[config.mk]
export PLATFORM = sky130hd
export DESIGN_NAME = lgdp_regs
export DESIGN_NICKNAME = d
export VERILOG_FILES = /design/src/core/lgdp_pkg.sv /design/src/core/lgdp_cfg_if.sv /design/src/core/lgdp_field_dec.sv /design/src/core/lgdp_regs.sv
export SDC_FILE = /design/constraint.sdc
export NUM_CORES = 1
export LEC_CHECK = 0
export BUFFER_PORTS_ARGS = -buffer_cell sky130_fd_sc_hd__buf_2
export CORE_MARGIN = 1.5
export CORE_UTILIZATION = 45
export CTS_CLUSTER_SIZE = 20
export DETAILED_ROUTE_END_ITERATION = 10
export PLACE_DENSITY_LB_ADDON = 0.25
export REMOVE_ABC_BUFFERS = 1
export SLEW_MARGIN = 10
export SYNTH_ARGS = -nofsm -noshare
export SYNTH_HDL_FRONTEND = slang
export SYNTH_HIERARCHICAL = 1
export SYNTH_SLANG_ARGS = --single-unit
[constraint.sdc]
create_clock -name mclk -period 3.1 [get_ports mclk]
set_input_delay 0.465 -clock mclk [delete_from_list [all_inputs] [get_ports mclk]]
set_output_delay 0.465 -clock mclk [all_outputs]
set_load 0.01 [all_outputs]
[src/core/lgdp_pkg.sv]
package lgdp_pkg;
   // register offsets on the configuration port
   localparam logic [7:0] LGDP_OFS_GAIN_PREV = 8'h8C;
   localparam logic [7:0] LGDP_OFS_GAIN = 8'h8E;
   localparam logic [7:0] LGDP_OFS_PROF1 = 8'h94;
   localparam logic [7:0] LGDP_OFS_PROF2 = 8'h96;
   localparam logic [7:0] LGDP_OFS_PROF3 = 8'h98;
   localparam logic [31:0] LGDP_RESET_WORD = 32'h00000000;
   localparam int LGDP_RSV_BIT = 31;
   // speed loop gain word fields
   localparam int LGDP_KP_LO_MSB = 30;
   localparam int LGDP_KP_LO_LSB = 24;
   localparam int LGDP_KP_HI_MSB = 2;
   localparam int LGDP_KI_MSB = 23;
   localparam int LGDP_KI_LSB = 14;
   localparam int LGDP_MAXSPD_MSB = 13;
   localparam logic [13:0] LGDP_SPEED_DIV = 14'h0006;
   // proportional and integral code layouts
   localparam int LGDP_KP_SCALE_LSB = 9;
   localparam int LGDP_KI_SCALE_LSB = 8;
   // profile word 1 fields
   localparam int LGDP_PTYPE_MSB = 30;
   localparam int LGDP_PTYPE_LSB = 29;
   localparam int LGDP_ON_LSB = 21;
   localparam int LGDP_OFF_LSB = 13;
   localparam int LGDP_CLAMP_LSB = 5;
   localparam int LGDP_A_HI_MSB = 4;
   // profile word 2 fields
   localparam int LGDP_A_LO_MSB = 30;
   localparam int LGDP_A_LO_LSB = 28;
   localparam int LGDP_B_LSB = 20;
   localparam int LGDP_C_LSB = 12;
   localparam int LGDP_D_LSB = 4;
   localparam int LGDP_E_HI_MSB = 3;
   // profile word 3 field
   localparam int LGDP_E_LO_MSB = 30;
   localparam int LGDP_E_LO_LSB = 27;

   typedef enum logic [1:0] {
      LGDP_REF_EQUATION,
      LGDP_REF_LINEAR,
      LGDP_REF_STAIRCASE,
      LGDP_REF_FWD_REV
   } lgdp_profile_t;
endpackage

[src/core/lgdp_cfg_if.sv]
`timescale 1ns/1ns
interface lgdp_cfg_if;
   import lgdp_pkg::*;
   // raw register contents
   logic [31:0] gain_word;
   logic [31:0] prof1_word;
   logic [31:0] prof2_word;
   logic [2:0] kp_hi_bits;
   logic [3:0] duty_e_lo_bits;
   // decoded fields
   logic [10:0] speed_prop_gain_code;
   logic [9:0] speed_integral_gain_code;
   logic [13:0] max_speed_code;
   logic [13:0] max_speed_hz;
   lgdp_profile_t profile_type;
   logic [7:0] turn_on_duty_level;
   logic [7:0] turn_off_duty_level;
   logic [7:0] duty_input_clamp_level;
   logic [7:0] duty_point_a;
   logic [7:0] duty_point_b;
   logic [7:0] duty_point_c;
   logic [7:0] duty_point_d;
   logic [7:0] duty_point_e;

   modport regs (
      output gain_word, prof1_word, prof2_word, kp_hi_bits, duty_e_lo_bits,
      input speed_prop_gain_code, speed_integral_gain_code, max_speed_code,
      input max_speed_hz, profile_type, turn_on_duty_level,
      input turn_off_duty_level, duty_input_clamp_level, duty_point_a,
      input duty_point_b, duty_point_c, duty_point_d, duty_point_e
   );
   modport dec (
      input gain_word, prof1_word, prof2_word, kp_hi_bits, duty_e_lo_bits,
      output speed_prop_gain_code, speed_integral_gain_code, max_speed_code,
      output max_speed_hz, profile_type, turn_on_duty_level,
      output turn_off_duty_level, duty_input_clamp_level, duty_point_a,
      output duty_point_b, duty_point_c, duty_point_d, duty_point_e
   );
endinterface

[src/core/lgdp_field_dec.sv]
`timescale 1ns/1ns
module lgdp_field_dec
   import lgdp_pkg::*;
(
   input wire logic mclk,
   input wire logic rstn,
   lgdp_cfg_if.dec cfg
);
   ////////////////////////////////////////////////////////////////////////
   // field assembly from the stored words
   logic [10:0] kp_nxt;
   logic [7:0] a_nxt;
   logic [7:0] e_nxt;
   logic [13:0] spd_nxt;
   logic [13:0] hz_nxt;
   // RULE1: low gain bits below
   // RULE2: high gain bits above; ten held bits, top scale bit reads zero
   assign kp_nxt = {1'h0, cfg.kp_hi_bits,
                    cfg.gain_word[LGDP_KP_LO_MSB:LGDP_KP_LO_LSB]};
   // RULE10: point a halves
   assign a_nxt = {cfg.prof1_word[LGDP_A_HI_MSB:0],
                   cfg.prof2_word[LGDP_A_LO_MSB:LGDP_A_LO_LSB]};
   // RULE13: point e halves
   assign e_nxt = {cfg.prof2_word[LGDP_E_HI_MSB:0], cfg.duty_e_lo_bits};
   assign spd_nxt = cfg.gain_word[LGDP_MAXSPD_MSB:0];
   // RULE5: electrical hertz is code over six
   assign hz_nxt = spd_nxt / LGDP_SPEED_DIV;

   ////////////////////////////////////////////////////////////////////////
   // registered decoded outputs
   always_ff @(posedge mclk) begin
      if (!rstn) begin
         cfg.speed_prop_gain_code <= '0;
         cfg.speed_integral_gain_code <= '0;
         cfg.max_speed_code <= '0;
         cfg.max_speed_hz <= '0;
         cfg.profile_type <= LGDP_REF_EQUATION;
         cfg.turn_on_duty_level <= '0;
         cfg.turn_off_duty_level <= '0;
         cfg.duty_input_clamp_level <= '0;
         cfg.duty_point_a <= '0;
         cfg.duty_point_b <= '0;
         cfg.duty_point_c <= '0;
         cfg.duty_point_d <= '0;
         cfg.duty_point_e <= '0;
      end else begin
         cfg.speed_prop_gain_code <= kp_nxt;
         // RULE4: integral gain code
         cfg.speed_integral_gain_code <=
            cfg.gain_word[LGDP_KI_MSB:LGDP_KI_LSB];
         cfg.max_speed_code <= spd_nxt;
         cfg.max_speed_hz <= hz_nxt;
         // RULE6: profile type select
         cfg.profile_type <= lgdp_profile_t'(
            cfg.prof1_word[LGDP_PTYPE_MSB:LGDP_PTYPE_LSB]);
         // RULE7: turn-on level
         cfg.turn_on_duty_level <= cfg.prof1_word[LGDP_ON_LSB+:8];
         // RULE8: turn-off level
         cfg.turn_off_duty_level <= cfg.prof1_word[LGDP_OFF_LSB+:8];
         // RULE9: clamp level
         cfg.duty_input_clamp_level <= cfg.prof1_word[LGDP_CLAMP_LSB+:8];
         cfg.duty_point_a <= a_nxt;
         // RULE11: points b c d
         cfg.duty_point_b <= cfg.prof2_word[LGDP_B_LSB+:8];
         cfg.duty_point_c <= cfg.prof2_word[LGDP_C_LSB+:8];
         cfg.duty_point_d <= cfg.prof2_word[LGDP_D_LSB+:8];
         // RULE12: point e high bits
         cfg.duty_point_e <= e_nxt;
      end
   end
endmodule

[src/core/lgdp_regs.sv]
`timescale 1ns/1ns
// Behaviour
// RULE1: low seven speed proportional gain bits live in gain word bits 30-24.
// RULE2: top three proportional gain bits live in bits 2-0 of word 8Ch; here they land in code bits 9-7 and code bit 10 reads zero.
// RULE3: proportional code splits into scale bits 10:9 and mantissa 8:0.
// RULE4: ten-bit integral gain code in bits 23-14, scale 9:8, mantissa 7:0.
// RULE5: fourteen-bit max speed code in bits 13-0; hertz is code over six.
// RULE6: profile type in bits 30-29: equation, linear, staircase, fwd-rev.
// RULE7: turn-on duty level from profile word 1 bits 28-21.
// RULE8: turn-off duty level from profile word 1 bits 20-13.
// RULE9: duty input clamped at level from profile word 1 bits 12-5.
// RULE10: point A is word 1 bits 4-0 above word 2 bits 30-28.
// RULE11: points B, C, D in word 2 bits 27-20, 19-12, 11-4.
// RULE12: top four bits of point E in word 2 bits 3-0.
// RULE13: low four bits of point E in bits 30-27 of word 98h.
// RULE14: bit 31 of each word is reserved read/write, resets to zero; words 8Ch and 98h here do not store it and read it as zero.
module lgdp_regs
   import lgdp_pkg::*;
(
   input wire logic mclk,
   input wire logic rstn,
   input wire logic [7:0] reg_addr,
   input wire logic [31:0] reg_wdata,
   input wire logic reg_wr,
   input wire logic reg_rd,
   output logic [31:0] reg_rdata,
   output logic reg_rvalid,
   input wire logic [7:0] duty_in,
   output logic [7:0] duty_clamped,
   output logic motor_run,
   output logic [1:0] kp_scale,
   output logic [8:0] kp_mantissa,
   output logic [1:0] ki_scale,
   output logic [7:0] ki_mantissa,
   output logic [13:0] max_speed_code,
   output logic [13:0] max_speed_hz,
   output lgdp_profile_t profile_type,
   output logic [7:0] turn_on_duty_level,
   output logic [7:0] turn_off_duty_level,
   output logic [7:0] duty_input_clamp_level,
   output logic [7:0] duty_point_a,
   output logic [7:0] duty_point_b,
   output logic [7:0] duty_point_c,
   output logic [7:0] duty_point_d,
   output logic [7:0] duty_point_e
);
   ////////////////////////////////////////////////////////////////////////
   // storage and decoder
   lgdp_cfg_if cfg ();
   logic [31:0] gain_r;
   logic [31:0] prof1_r;
   logic [31:0] prof2_r;
   logic [2:0] kp_hi_r;
   logic [3:0] e_lo_r;
   logic [31:0] rdata_nxt;
   logic [7:0] clamp_nxt;
   logic run_nxt;
   logic run_r;
   logic [7:0] clamp_r;
   logic rvalid_r;
   logic [31:0] rdata_r;

   lgdp_field_dec u_dec (
      .mclk(mclk),
      .rstn(rstn),
      .cfg(cfg)
   );

   assign cfg.gain_word = gain_r;
   assign cfg.prof1_word = prof1_r;
   assign cfg.prof2_word = prof2_r;
   assign cfg.kp_hi_bits = kp_hi_r;
   assign cfg.duty_e_lo_bits = e_lo_r;

   ////////////////////////////////////////////////////////////////////////
   // address decode
   wire wr_prev = reg_wr && (reg_addr == LGDP_OFS_GAIN_PREV);
   wire wr_gain = reg_wr && (reg_addr == LGDP_OFS_GAIN);
   wire wr_p1 = reg_wr && (reg_addr == LGDP_OFS_PROF1);
   wire wr_p2 = reg_wr && (reg_addr == LGDP_OFS_PROF2);
   wire wr_p3 = reg_wr && (reg_addr == LGDP_OFS_PROF3);

   // read select; neighbour words show only the bits held here
   wire [31:0] prev_view = {29'h00000000, kp_hi_r};
   wire [31:0] p3_view = {1'b0, e_lo_r, 27'h0000000};
   assign rdata_nxt =
      (reg_addr == LGDP_OFS_GAIN_PREV) ? prev_view :
      (reg_addr == LGDP_OFS_GAIN) ? gain_r :
      (reg_addr == LGDP_OFS_PROF1) ? prof1_r :
      (reg_addr == LGDP_OFS_PROF2) ? prof2_r :
      (reg_addr == LGDP_OFS_PROF3) ? p3_view : 32'h00000000;

   ////////////////////////////////////////////////////////////////////////
   // register writes; whole words, reserved bit kept but unused
   // RULE14: reserved bit stored
   always_ff @(posedge mclk) begin
      if (!rstn) begin
         gain_r <= LGDP_RESET_WORD;
         prof1_r <= LGDP_RESET_WORD;
         prof2_r <= LGDP_RESET_WORD;
      end else begin
         if (wr_gain) gain_r <= reg_wdata;
         if (wr_p1) prof1_r <= reg_wdata;
         if (wr_p2) prof2_r <= reg_wdata;
      end
   end

   // neighbour word bits that complete split codes
   // RULE2: hold high gain bits
   // RULE13: hold low point e bits
   always_ff @(posedge mclk) begin
      if (!rstn) begin
         kp_hi_r <= '0;
         e_lo_r <= '0;
      end else begin
         if (wr_prev) kp_hi_r <= reg_wdata[LGDP_KP_HI_MSB:0];
         if (wr_p3) e_lo_r <= reg_wdata[LGDP_E_LO_MSB:LGDP_E_LO_LSB];
      end
   end

   // read answer one cycle after the strobe
   always_ff @(posedge mclk) begin
      if (!rstn) begin
         rdata_r <= '0;
         rvalid_r <= 1'b0;
      end else begin
         rvalid_r <= reg_rd;
         if (reg_rd) rdata_r <= rdata_nxt;
      end
   end

   ////////////////////////////////////////////////////////////////////////
   // duty input path: clamp and on/off hysteresis
   // RULE9: clamp the duty input
   assign clamp_nxt = (duty_in > cfg.duty_input_clamp_level) ?
                      cfg.duty_input_clamp_level : duty_in;
   // RULE7: start at turn-on level
   // RULE8: stop below turn-off level
   assign run_nxt = run_r ? (duty_in >= cfg.turn_off_duty_level) :
                    (duty_in >= cfg.turn_on_duty_level);

   always_ff @(posedge mclk) begin
      if (!rstn) begin
         clamp_r <= '0;
         run_r <= 1'b0;
      end else begin
         clamp_r <= clamp_nxt;
         run_r <= run_nxt;
      end
   end

   ////////////////////////////////////////////////////////////////////////
   // outputs
   assign reg_rdata = rdata_r;
   assign reg_rvalid = rvalid_r;
   assign duty_clamped = clamp_r;
   assign motor_run = run_r;
   // RULE3: proportional code split
   assign kp_scale = cfg.speed_prop_gain_code[10:LGDP_KP_SCALE_LSB];
   assign kp_mantissa = cfg.speed_prop_gain_code[LGDP_KP_SCALE_LSB-1:0];
   // RULE4: integral code split
   assign ki_scale = cfg.speed_integral_gain_code[9:LGDP_KI_SCALE_LSB];
   assign ki_mantissa = cfg.speed_integral_gain_code[LGDP_KI_SCALE_LSB-1:0];
   assign max_speed_code = cfg.max_speed_code;
   assign max_speed_hz = cfg.max_speed_hz;
   assign profile_type = cfg.profile_type;
   assign turn_on_duty_level = cfg.turn_on_duty_level;
   assign turn_off_duty_level = cfg.turn_off_duty_level;
   assign duty_input_clamp_level = cfg.duty_input_clamp_level;
   assign duty_point_a = cfg.duty_point_a;
   assign duty_point_b = cfg.duty_point_b;
   assign duty_point_c = cfg.duty_point_c;
   assign duty_point_d = cfg.duty_point_d;
   assign duty_point_e = cfg.duty_point_e;
endmodule

# Word level (Yosys, flattened, before mapping)
# Index checks and enable logic that the tools add are counted.
[totals]
ff_bits = 260
output_inout_bits = 157
wordCells = 44
[op_classes]
div = 1
mux = 7
n_eq_ne = 5
magnitude_cmp = 3
reduce_logical = 5
[ops]
columns = ["op", "count"]
rows = [
  ["32-bit two-way mux", 4],
  ["8-bit equality test (second input constant)", 5],
  ["31-bit two-way mux", 1],
  ["8-bit >= comparator", 2],
  ["14-bit by 3-bit divider with 14-bit output (second input constant)", 1],
  ["8-bit > comparator", 1],
  ["8-bit two-way mux", 1],
  ["1-bit logical AND", 5],
  ["1-bit two-way mux", 1],
]

# Depth between registers and ports, before layout
# Gate-level depths: netlist of run 1.
[depth]
ltp_word = 6
depth_mapped = 13
mapped_depth_nobuf = 10

# Hierarchy
# Netlist of run 1, hierarchy kept.
[by_module_without_submodules]
columns = ["module", "seq_area_each_um2", "area_each_um2", "cells_per_inst", "n_inst"]
rows = [
  ["lgdp_regs", 2902.8, 6961.7, 866, 1],
  ["lgdp_field_dec", 2242.2, 4093.9, 413, 1],
]

# Least setup slack after synthesis of run 1
# Ideal clock, no wire load.
[synth_timing]
kind = "reg2reg"
start = "reg gain_r[10], in the netlist cfg.gain_word[10]"
end = "reg u_dec.cfg.max_speed_hz[0]"
t_arrival_ns = 2.687
path_slack_ns = 0.349
stages_incl_launch_ff = 14
setup_time_ns = 0.064
period_less_slack_ns = 2.751
path_cell_list = "dfxtp_1 > buf_6 > buf_12 > and3b_1 > a211oi_2 > o41a_4 > and2_4 > buf_6 > o211ai_2 > a211o_1 > o22a_2 > or4_1 > o311a_1 > nand4_1"
[synth_between]
elab_chain_cells = 1
[synth_rtl]
columns = ["element", "line_no", "text"]
rows = [
  ["start, declared", "lgdp_regs.sv:50", "logic [31:0] gain_r;"],
  ["start signal, assigned", "lgdp_regs.sv:102", "if (wr_gain) gain_r <= reg_wdata;"],
  ["14-bit by 3-bit divider with 14-bit output", "lgdp_field_dec.sv:27", "assign hz_nxt = spd_nxt / LGDP_SPEED_DIV;"],
  ["end signal, assigned", "lgdp_field_dec.sv:52", "cfg.max_speed_hz <= hz_nxt;"],
  ["end, declared", "lgdp_cfg_if.sv:35", "output max_speed_hz, profile_type, turn_on_duty_level,"],
]
# Every way passes these cells.
# A chain may end at the register's enable or synchronous reset.

# Worst setup path in the final report of run 1
[layout_timing]
start = "reg gain_r[11], in the netlist cfg.gain_word[11]"
end = "reg u_dec.cfg.max_speed_hz[0]"
# The elaborated chain is that of the path after synthesis.

==> results by group, run 1 <==
STA
  • TNS Setup: 0 ns
  • Final setup fails: 0
  • Period utilisation layout: 94.7%
  • Maximum clock frequency: 341 MHz
  • Final Hold Fails: 0
  • Clock Skew: 0.0101 ns
  • Slew Limit Fails: 0
  • Slew at the pin closest to its max-slew limit: 0.975 ns
  • Fin crit period: 2.94 ns
  • Relative slew slack: 34.9%
  • Minimum hold slack: 0.177 ns
  • Unrepaired setup endpoints after global routing: no

Worst setup path
  • Worst Path Arrival: 3.42 ns
  • Critical path depth: 11
  • Crit-path cells: buf_4 > xnor2_1 > a211oi_2 > o41a_4 > and2_4 > xnor2_1 > o31ai_1 > a21oi_1 > o21ai_1 > mux2_2 > nand4_1
  • WP buf/inv: 1
  • Crit end category: register
  • Worst Reg-to-Reg Cells: 11
  • Critical path launch point type: register
  • R2r setup slk: 0.16 ns
  • Critical path class: register to register
  • Required @ worst endpoint: 3.58 ns
  • Critical path fanouts, max: 10
  • CP top delay family: compound AO/OA/AOI/OAI gates
  • Cell mode on critical path: xnor2_1
  • Slowest stage delay, CP: 0.48 ns
  • Crit path max-delay cell type: o41a_4

Logic synthesis
  • Ys async rst share: 0%
  • Post-synth EDFFs: 0
  • Syn avg cell area: 8.64 sq um
  • Library cells used by synthesis: 75
  • Seq/Total Area, Yosys: 46.5%
  • Post-synthesis cell area: 11100 sq um
  • Synthesis-stage register bit count: 257
  • Yosys warnings: 6
  • Ys flop type: dfxtp_1
  • Cell count after synthesis: 1279

CTS
  • CTS sink count: 257
  • Root buf cell: clkbuf_16
  • Worst-case clock buffer depth: 3
  • CTS tree: built
  • Num CTS Buffers: 27
  • Reg clk slew, reported paths: 0.06 ns
  • Worst-Skew Late Latency: 0.55 ns
  • Post-CTS setup buffers: 0
  • Clock H-tree levels: 1

Routing
  • Via density: 5.38
  • Initial DRT Pass Iterations: 8
  • DR WL/cell: 17.5 um
  • Detail Route Antenna Nets: 0
  • Routed WL: 31300 um
  • Vias: 9643
  • DRC violations left: 0
  • Initial drt markers: 686

GRT
  • Global Route met2 Usage: 36.9%
  • GRT busiest layer: met2
  • First-pass GRT wire length: 49100 um
  • Met1 GRT Util: 32.8%
  • Largest net degree at the start of global routing: 69
  • Initial antenna violation count: 3
  • Gr usage total: 23.8%
  • Met3 Usage GRT: 4.68%
  • Number of global-route vias before repair: 9048
  • Gr ovfl total: 0

Floorplan
  • Die Area: 25500 sq um
  • Row cnt: 57
  • Area of the core: 24200 sq um
  • IO Count: 209
  • Die Width: 160 um
  • Die height: 160 um
  • Initial core utilization: 45.6%

Power
  • VDD IR-drop max: 0.334 mV
  • Pwr dens: 515 nW/um^2
  • Leak pwr: 5.45 nW

Placement
  • Post-DP HPWL: 20000 um
  • Placed cell count: 1744
  • IO buf count: 205
  • GP Congestion: 0.816

Final layout
  • # fillers: 2301
  • Nets: 1525
  • Reg area: 5150 sq um
  • Area of the multi-input gates: 5220 sq um
  • Layout area overhead: 18.4%
  • Final std cells w/o fill: 1793
  • Fraction of layout cells with a size suffix above 1: 21.2%
  • Final Util: 54.0%

Run
  • Max Cap Viol: 0

Outcome
  • Status: complete, no violations

Hold path
  • Min-Delay Path Class: input pin to register
  • Hold path depth: 3
cells in the mapped netlist (4+ instances only):
master    instances  area (sq um)
nand3b_1          5          37.5
nor2b_1          14          87.6
o21ai_1           8          40.0
nand4_1           6          37.5
inv_1            29           109
a31oi_1          27           169
xnor2_1           4          35.0
nor3_1            6          30.0
buf_4            12          90.1
a211oi_1         12          90.1
o211ai_1          5          37.5
clkbuf_1         53           199
nand2b_1          6          37.5
a22oi_1          29           218
a21boi_1         77           578
or3_1             4          25.0
mux2i_1          12           120
a21boi_0         23           173
a21oi_1          57           285
buf_2            22           110
o21ai_0          32           160
ha_1             24           300
and2_1           99           619
nor2_1           52           195
and3_1           29           181
nand3_1          20           100
buf_6            17           191
nand2_1         267          1000
a22o_1            4          35.0
dfxtp_1         257          5140
a32oi_1           4          35.0
state kept, by name (all words and copies together) (netlist names), 3 cells and up:
| register | cells |
|---|---|
| cfg.duty_e_lo_bits | 4 |
| cfg.gain_word | 32 |
| cfg.kp_hi_bits | 3 |
| cfg.prof1_word | 32 |
| cfg.prof2_word | 32 |
| duty_clamped | 8 |
| reg_rdata | 32 |
| u_dec/cfg.duty_input_clamp_level | 8 |
| u_dec/cfg.duty_point_a | 8 |
| u_dec/cfg.duty_point_b | 8 |
| u_dec/cfg.duty_point_c | 8 |
| u_dec/cfg.duty_point_d | 8 |
| u_dec/cfg.duty_point_e | 8 |
| u_dec/cfg.max_speed_code | 14 |
| u_dec/cfg.max_speed_hz | 12 |
| u_dec/cfg.speed_integral_gain_code | 10 |
| u_dec/cfg.speed_prop_gain_code | 10 |
| u_dec/cfg.turn_off_duty_level | 8 |
| u_dec/cfg.turn_on_duty_level | 8 |
what timing repair did:
| item | in CTS | in global routing |
|---|---|---|
| resized for setup | 0 | 3 |
| hold buffers | 0 | 0 |
| setup endpoints to repair | 0 | 1 |
through the flow:
stage          instance area, sq um  total power [mW]  setup slack (ns)
2_1_floorplan                 10400              3.50           -0.0632
3_3_place_gp                  12200              3.67             0.200
3_5_place_dp                  12200              3.68             0.170
5_1_grt                       13100              6.97            0.0106
6_report                      13100              6.74             0.163
4_1_cts                       13100              6.79             0.142
routing by layer:
layer  up-vias  share of wire [%]
met4         2                2.8
li1       4672                  -
met3        68                7.6
met1      4554                 46
met5         -              0.035
met2       347                 44
layout make-up:
cell class,count,area share [%]
multi-input cells,888,39.9
flip-flops and latches,257,39.3
repair buffers,245,10.4
clock buffers,39,5.89
well taps,324,3.10
inverters,30,0.860
clock inverters,9,0.583
diodes,1,0.0191
placed cells by master (no fill, tap or decap), types with 4 or more instances in the layout:
cell and count:
ha_1 24, o21ai_0 32, xnor2_1 4, a31oi_1 27, nor2b_1 13, o211ai_1 5, and2_1 97, a22o_1 4
a22oi_1 29, o21ai_1 8, buf_2 204, mux2i_1 12, nand2b_1 6, or3_1 4, inv_1 29, dfxtp_1 255
a32oi_1 4, and3_1 27, nand2_1 266, clkinv_2 6, a211oi_1 12, buf_4 38, a21boi_1 77, nor2_1 52
clkbuf_1 7, nand3_1 19, nand3b_1 5, a21boi_0 23, a21oi_1 57, clkbuf_8 5, nor3_1 6, nand4_1 6
clkbuf_16 27
power by group:
part,internal (mW),switching (mW),total (mW)
registers,3.31,0.00427,3.32
clock network,1.80,1.33,3.13
logic,0.104,0.187,0.290
cell families after synthesis:
family                     synth area share, %
other                                   0.0339
muxes                                     1.19
DFF                                       46.5
AOI/OAI and AO/OA                         19.4
xor gates and xnor gates                 0.396
adders and majority gates                 2.72
and+or+nand+nor                           23.1
buffers and inverters                     6.58
worst paths after layout:
kind	start	endpoint
min reg2reg	cfg.gain_word[23]$_SDFFE_PN0P_	cfg.gain_word[23]$_SDFFE_PN0P_
max reg2reg	cfg.gain_word[11]$_SDFFE_PN0P_	u_dec/cfg.max_speed_hz[0]$_SDFF_PN0_
min	reg_wdata[25]	cfg.prof2_word[25]$_SDFFE_PN0P_
max	cfg.gain_word[11]$_SDFFE_PN0P_	u_dec/cfg.max_speed_hz[0]$_SDFF_PN0_
tightest hold or removal path, delay by kind of cell:
kind / cells / cell delay [ns]
AOI/OAI and AO/OA: 1 / 0.05
buffers and inverters: 1 / 0.11
and+or+nand+nor: 1 / 0.05
Power figures use the tool's default switching activity.
==> inputs of run 2 (changes only) <==
- BUFFER_PORTS_ARGS: -buffer_cell sky130_fd_sc_hd__buf_2 -> -buffer_cell sky130_fd_sc_hd__clkbuf_2
- CORE_ASPECT_RATIO: default -> 0.9
==> run 2 against run 1 <==
Compared with the run above: routed wire length fell by 1.3%; combinational power is essentially flat; critical path depth down 1; critical endpoint unchanged; global-route usage is 0.37 points lower; largest power group is now clock.
==> results by group, run 2 (synthesized netlist as in run 1, its figures left out) <==
Hold path
  • WHS Endpoint: cfg.prof2_word[25]$_SDFFE_PN0P_
  • Hold path depth: 3 (unchanged)
  • Min-Delay Startpoint: reg_wdata[25]
  • Min-Delay Path Class: input pin to register

Final layout
  • Commonest cells after routing, fill and taps aside: nand2_1, dfxtp_1, clkbuf_2
  • # fillers: 2277 (-1.0%)
  • Layout area overhead: 19.5%
  • Commonest non-fill, non-tap cell in the layout: nand2_1
  • Nets: 1529 (+0.26%)
  • Fraction of layout cells with a size suffix above 1: 21.7% (+0.50 points)

STA
  • TNS Setup: 0 ns (unchanged)
  • Relative slew slack: 59.6% (+25 points)
  • Final setup fails: 0 (unchanged)
  • Minimum hold slack: 0.186 ns (+0.00833 ns)
  • Period utilisation layout: 95.1% (+0.34 points)
  • Maximum clock frequency: 339 MHz (-0.36%)
  • Unrepaired setup endpoints after global routing: no
  • Fin crit period: 2.95 ns (+0.0105 ns)
  • Final Hold Fails: 0 (unchanged)
  • Slew at the pin closest to its max-slew limit: 0.606 ns (-0.369 ns)
  • Slew Limit Fails: 0 (unchanged)
  • Clock Skew: 0.00698 ns (-0.00308 ns)

Floorplan
  • Die Width: 168 um (+5.3%)
  • Area of the core: 24200 sq um (-0.25%)
  • Die height: 152 um (-5.0%)
  • Initial core utilization: 45.7% (+0.11 points)
  • IO Count: 209 (unchanged)
  • Die Area: 25500 sq um (about the same)
  • Row cnt: 54 (-5.3%)

GRT
  • Largest net degree at the start of global routing: 135 (+96%)
  • Gr ovfl total: 0 (unchanged)
  • Gr usage total: 23.4% (-0.37 points)
  • Initial antenna violation count: 1 (-2)
  • Number of global-route vias before repair: 8793 (-2.8%)
  • First-pass GRT wire length: 47700 um (-2.8%)

Power
  • Pwr dens: 526 nW/um^2 (+2.2%)
  • Leak pwr: 5.38 nW (-1.3%)
  • VDD IR-drop max: 0.444 mV (+33%)

Outcome
  • Status: complete, no violations

CTS
  • Worst-Skew Late Latency: 0.53 ns (-0.02 ns)
  • Clock H-tree levels: 1 (unchanged)
  • Post-CTS setup buffers: 0 (unchanged)
  • Num CTS Buffers: 27 (unchanged)
  • Post-CTS sizing: 0 (unchanged)
  • Reg clk slew, reported paths: 0.06 ns (about the same)
  • CTS tree: built
  • Hold_buf cts: 0 (unchanged)
  • Root buf cell: clkbuf_16
  • Worst-case clock buffer depth: 3 (unchanged)
  • CTS sink count: 257 (unchanged)

Worst setup path
  • Worst Path Arrival: 3.41 ns (about the same)
  • Critical path class: register to register
  • Critical path launch point type: register
  • Critical path fanouts, max: 10 (unchanged)
  • Worst r2r src: cfg.gain_word[11]$_SDFFE_PN0P_
  • Required @ worst endpoint: 3.57 ns (about the same)
  • Crit end category: register
  • R2r setup slk: 0.15 ns (about the same)
  • Worst R2R End: u_dec/cfg.max_speed_hz[0]$_SDFF_PN0_
  • Worst Reg-to-Reg Cells: 10 (-1)

Run
  • Max Cap Viol: 0 (unchanged)

Placement
  • IO buf count: 205 (unchanged)
  • Post-DP HPWL: 21000 um (+4.6%)
  • GP Congestion: 0.815 (about the same)

Routing
  • Via density: 5.38 (about the same)
  • Routed WL: 30900 um (-1.3%)
  • Detail Route Antenna Nets: 0 (unchanged)
  • DRC violations left: 0 (unchanged)
  • DR WL/cell: 17.4 um (-0.58%)
  • Initial DRT Pass Iterations: 5 (-3)
  • Vias: 9575 (-0.71%)
  • Initial drt markers: 769 (+12%)
run 2: final cells by class:
| class | instances | area (sq um) | share of cell area, % |
|---|---|---|---|
| sequential | 257 | 5150 | 39.0 |
| inverter | 30 | 113 | 0.853 |
| multi-input combinational | 888 | 5220 | 39.5 |
| tap | 308 | 385 | 2.92 |
| clock buffer | 37 | 793 | 6.01 |
| timing repair buffer | 249 | 1410 | 10.7 |
| antenna | 1 | 2.50 | 0.0189 |
| clock inverter | 10 | 130 | 0.985 |
run 2: critical path, cell delays in order, from the launching register on:
cell and delay (ns):
dfxtp_1 0.40, nor3b_1 0.35, a21oi_1 0.12, a2111oi_2 0.52, nor3_2 0.09, buf_4 0.18, a211o_1 0.29, o22a_2 0.25
or4_1 0.48, o311a_1 0.14, nand4_1 0.06
run 2: worst max path at each step:
stage,slack (ns),to,cells past startpoint,startpoint
global route,0.02,u_dec/cfg.max_speed_hz[0]$_SDFF_PN0_,14,cfg.gain_word[11]$_SDFFE_PN0P_
detailed placement,0.17,u_dec/cfg.max_speed_hz[0]$_SDFF_PN0_,11,cfg.gain_word[10]$_SDFFE_PN0P_
floorplan,-0.06,u_dec/cfg.max_speed_hz[0]$_SDFF_PN0_,10,cfg.gain_word[11]$_SDFFE_PN0P_
global placement,0.17,u_dec/cfg.max_speed_hz[0]$_SDFF_PN0_,11,cfg.gain_word[10]$_SDFFE_PN0P_
finish,0.15,u_dec/cfg.max_speed_hz[0]$_SDFF_PN0_,10,cfg.gain_word[11]$_SDFFE_PN0P_
CTS,0.15,u_dec/cfg.max_speed_hz[0]$_SDFF_PN0_,11,cfg.gain_word[10]$_SDFFE_PN0P_
run 2: report_power, final:
part           internal, mW  switching [mW]
combinational         0.105           0.184
sequential             3.31         0.00446
clock                  2.02            1.32
run 2: per-layer routing:
metal / vias up / global-route usage, % / wire (um)
met5: - / 0 / 0
met4: 0 / 7.32 / 803
met3: 54 / 4.18 / 2170
met2: 353 / 36.6 / 13400
met1: 4479 / 32.9 / 14500
li1: 4689 / - / -
run 2: per-stage QoR:
stage / cells / util [%] / power, mW / setup WS [ns] / cell area [sq um]
after floorplan: 1175 / - / 3.50 / -0.0632 / 10400
after global routing: 1779 / 54.6 / 7.14 / 0.0180 / 13200
after CTS: 1779 / 54.5 / 7.00 / 0.148 / 13200
after detailed placement: 1732 / 50.7 / 3.67 / 0.171 / 12300
after global placement: 1732 / 50.7 / 3.67 / 0.171 / 12300
final: 1780 / 54.6 / 6.95 / 0.153 / 13200
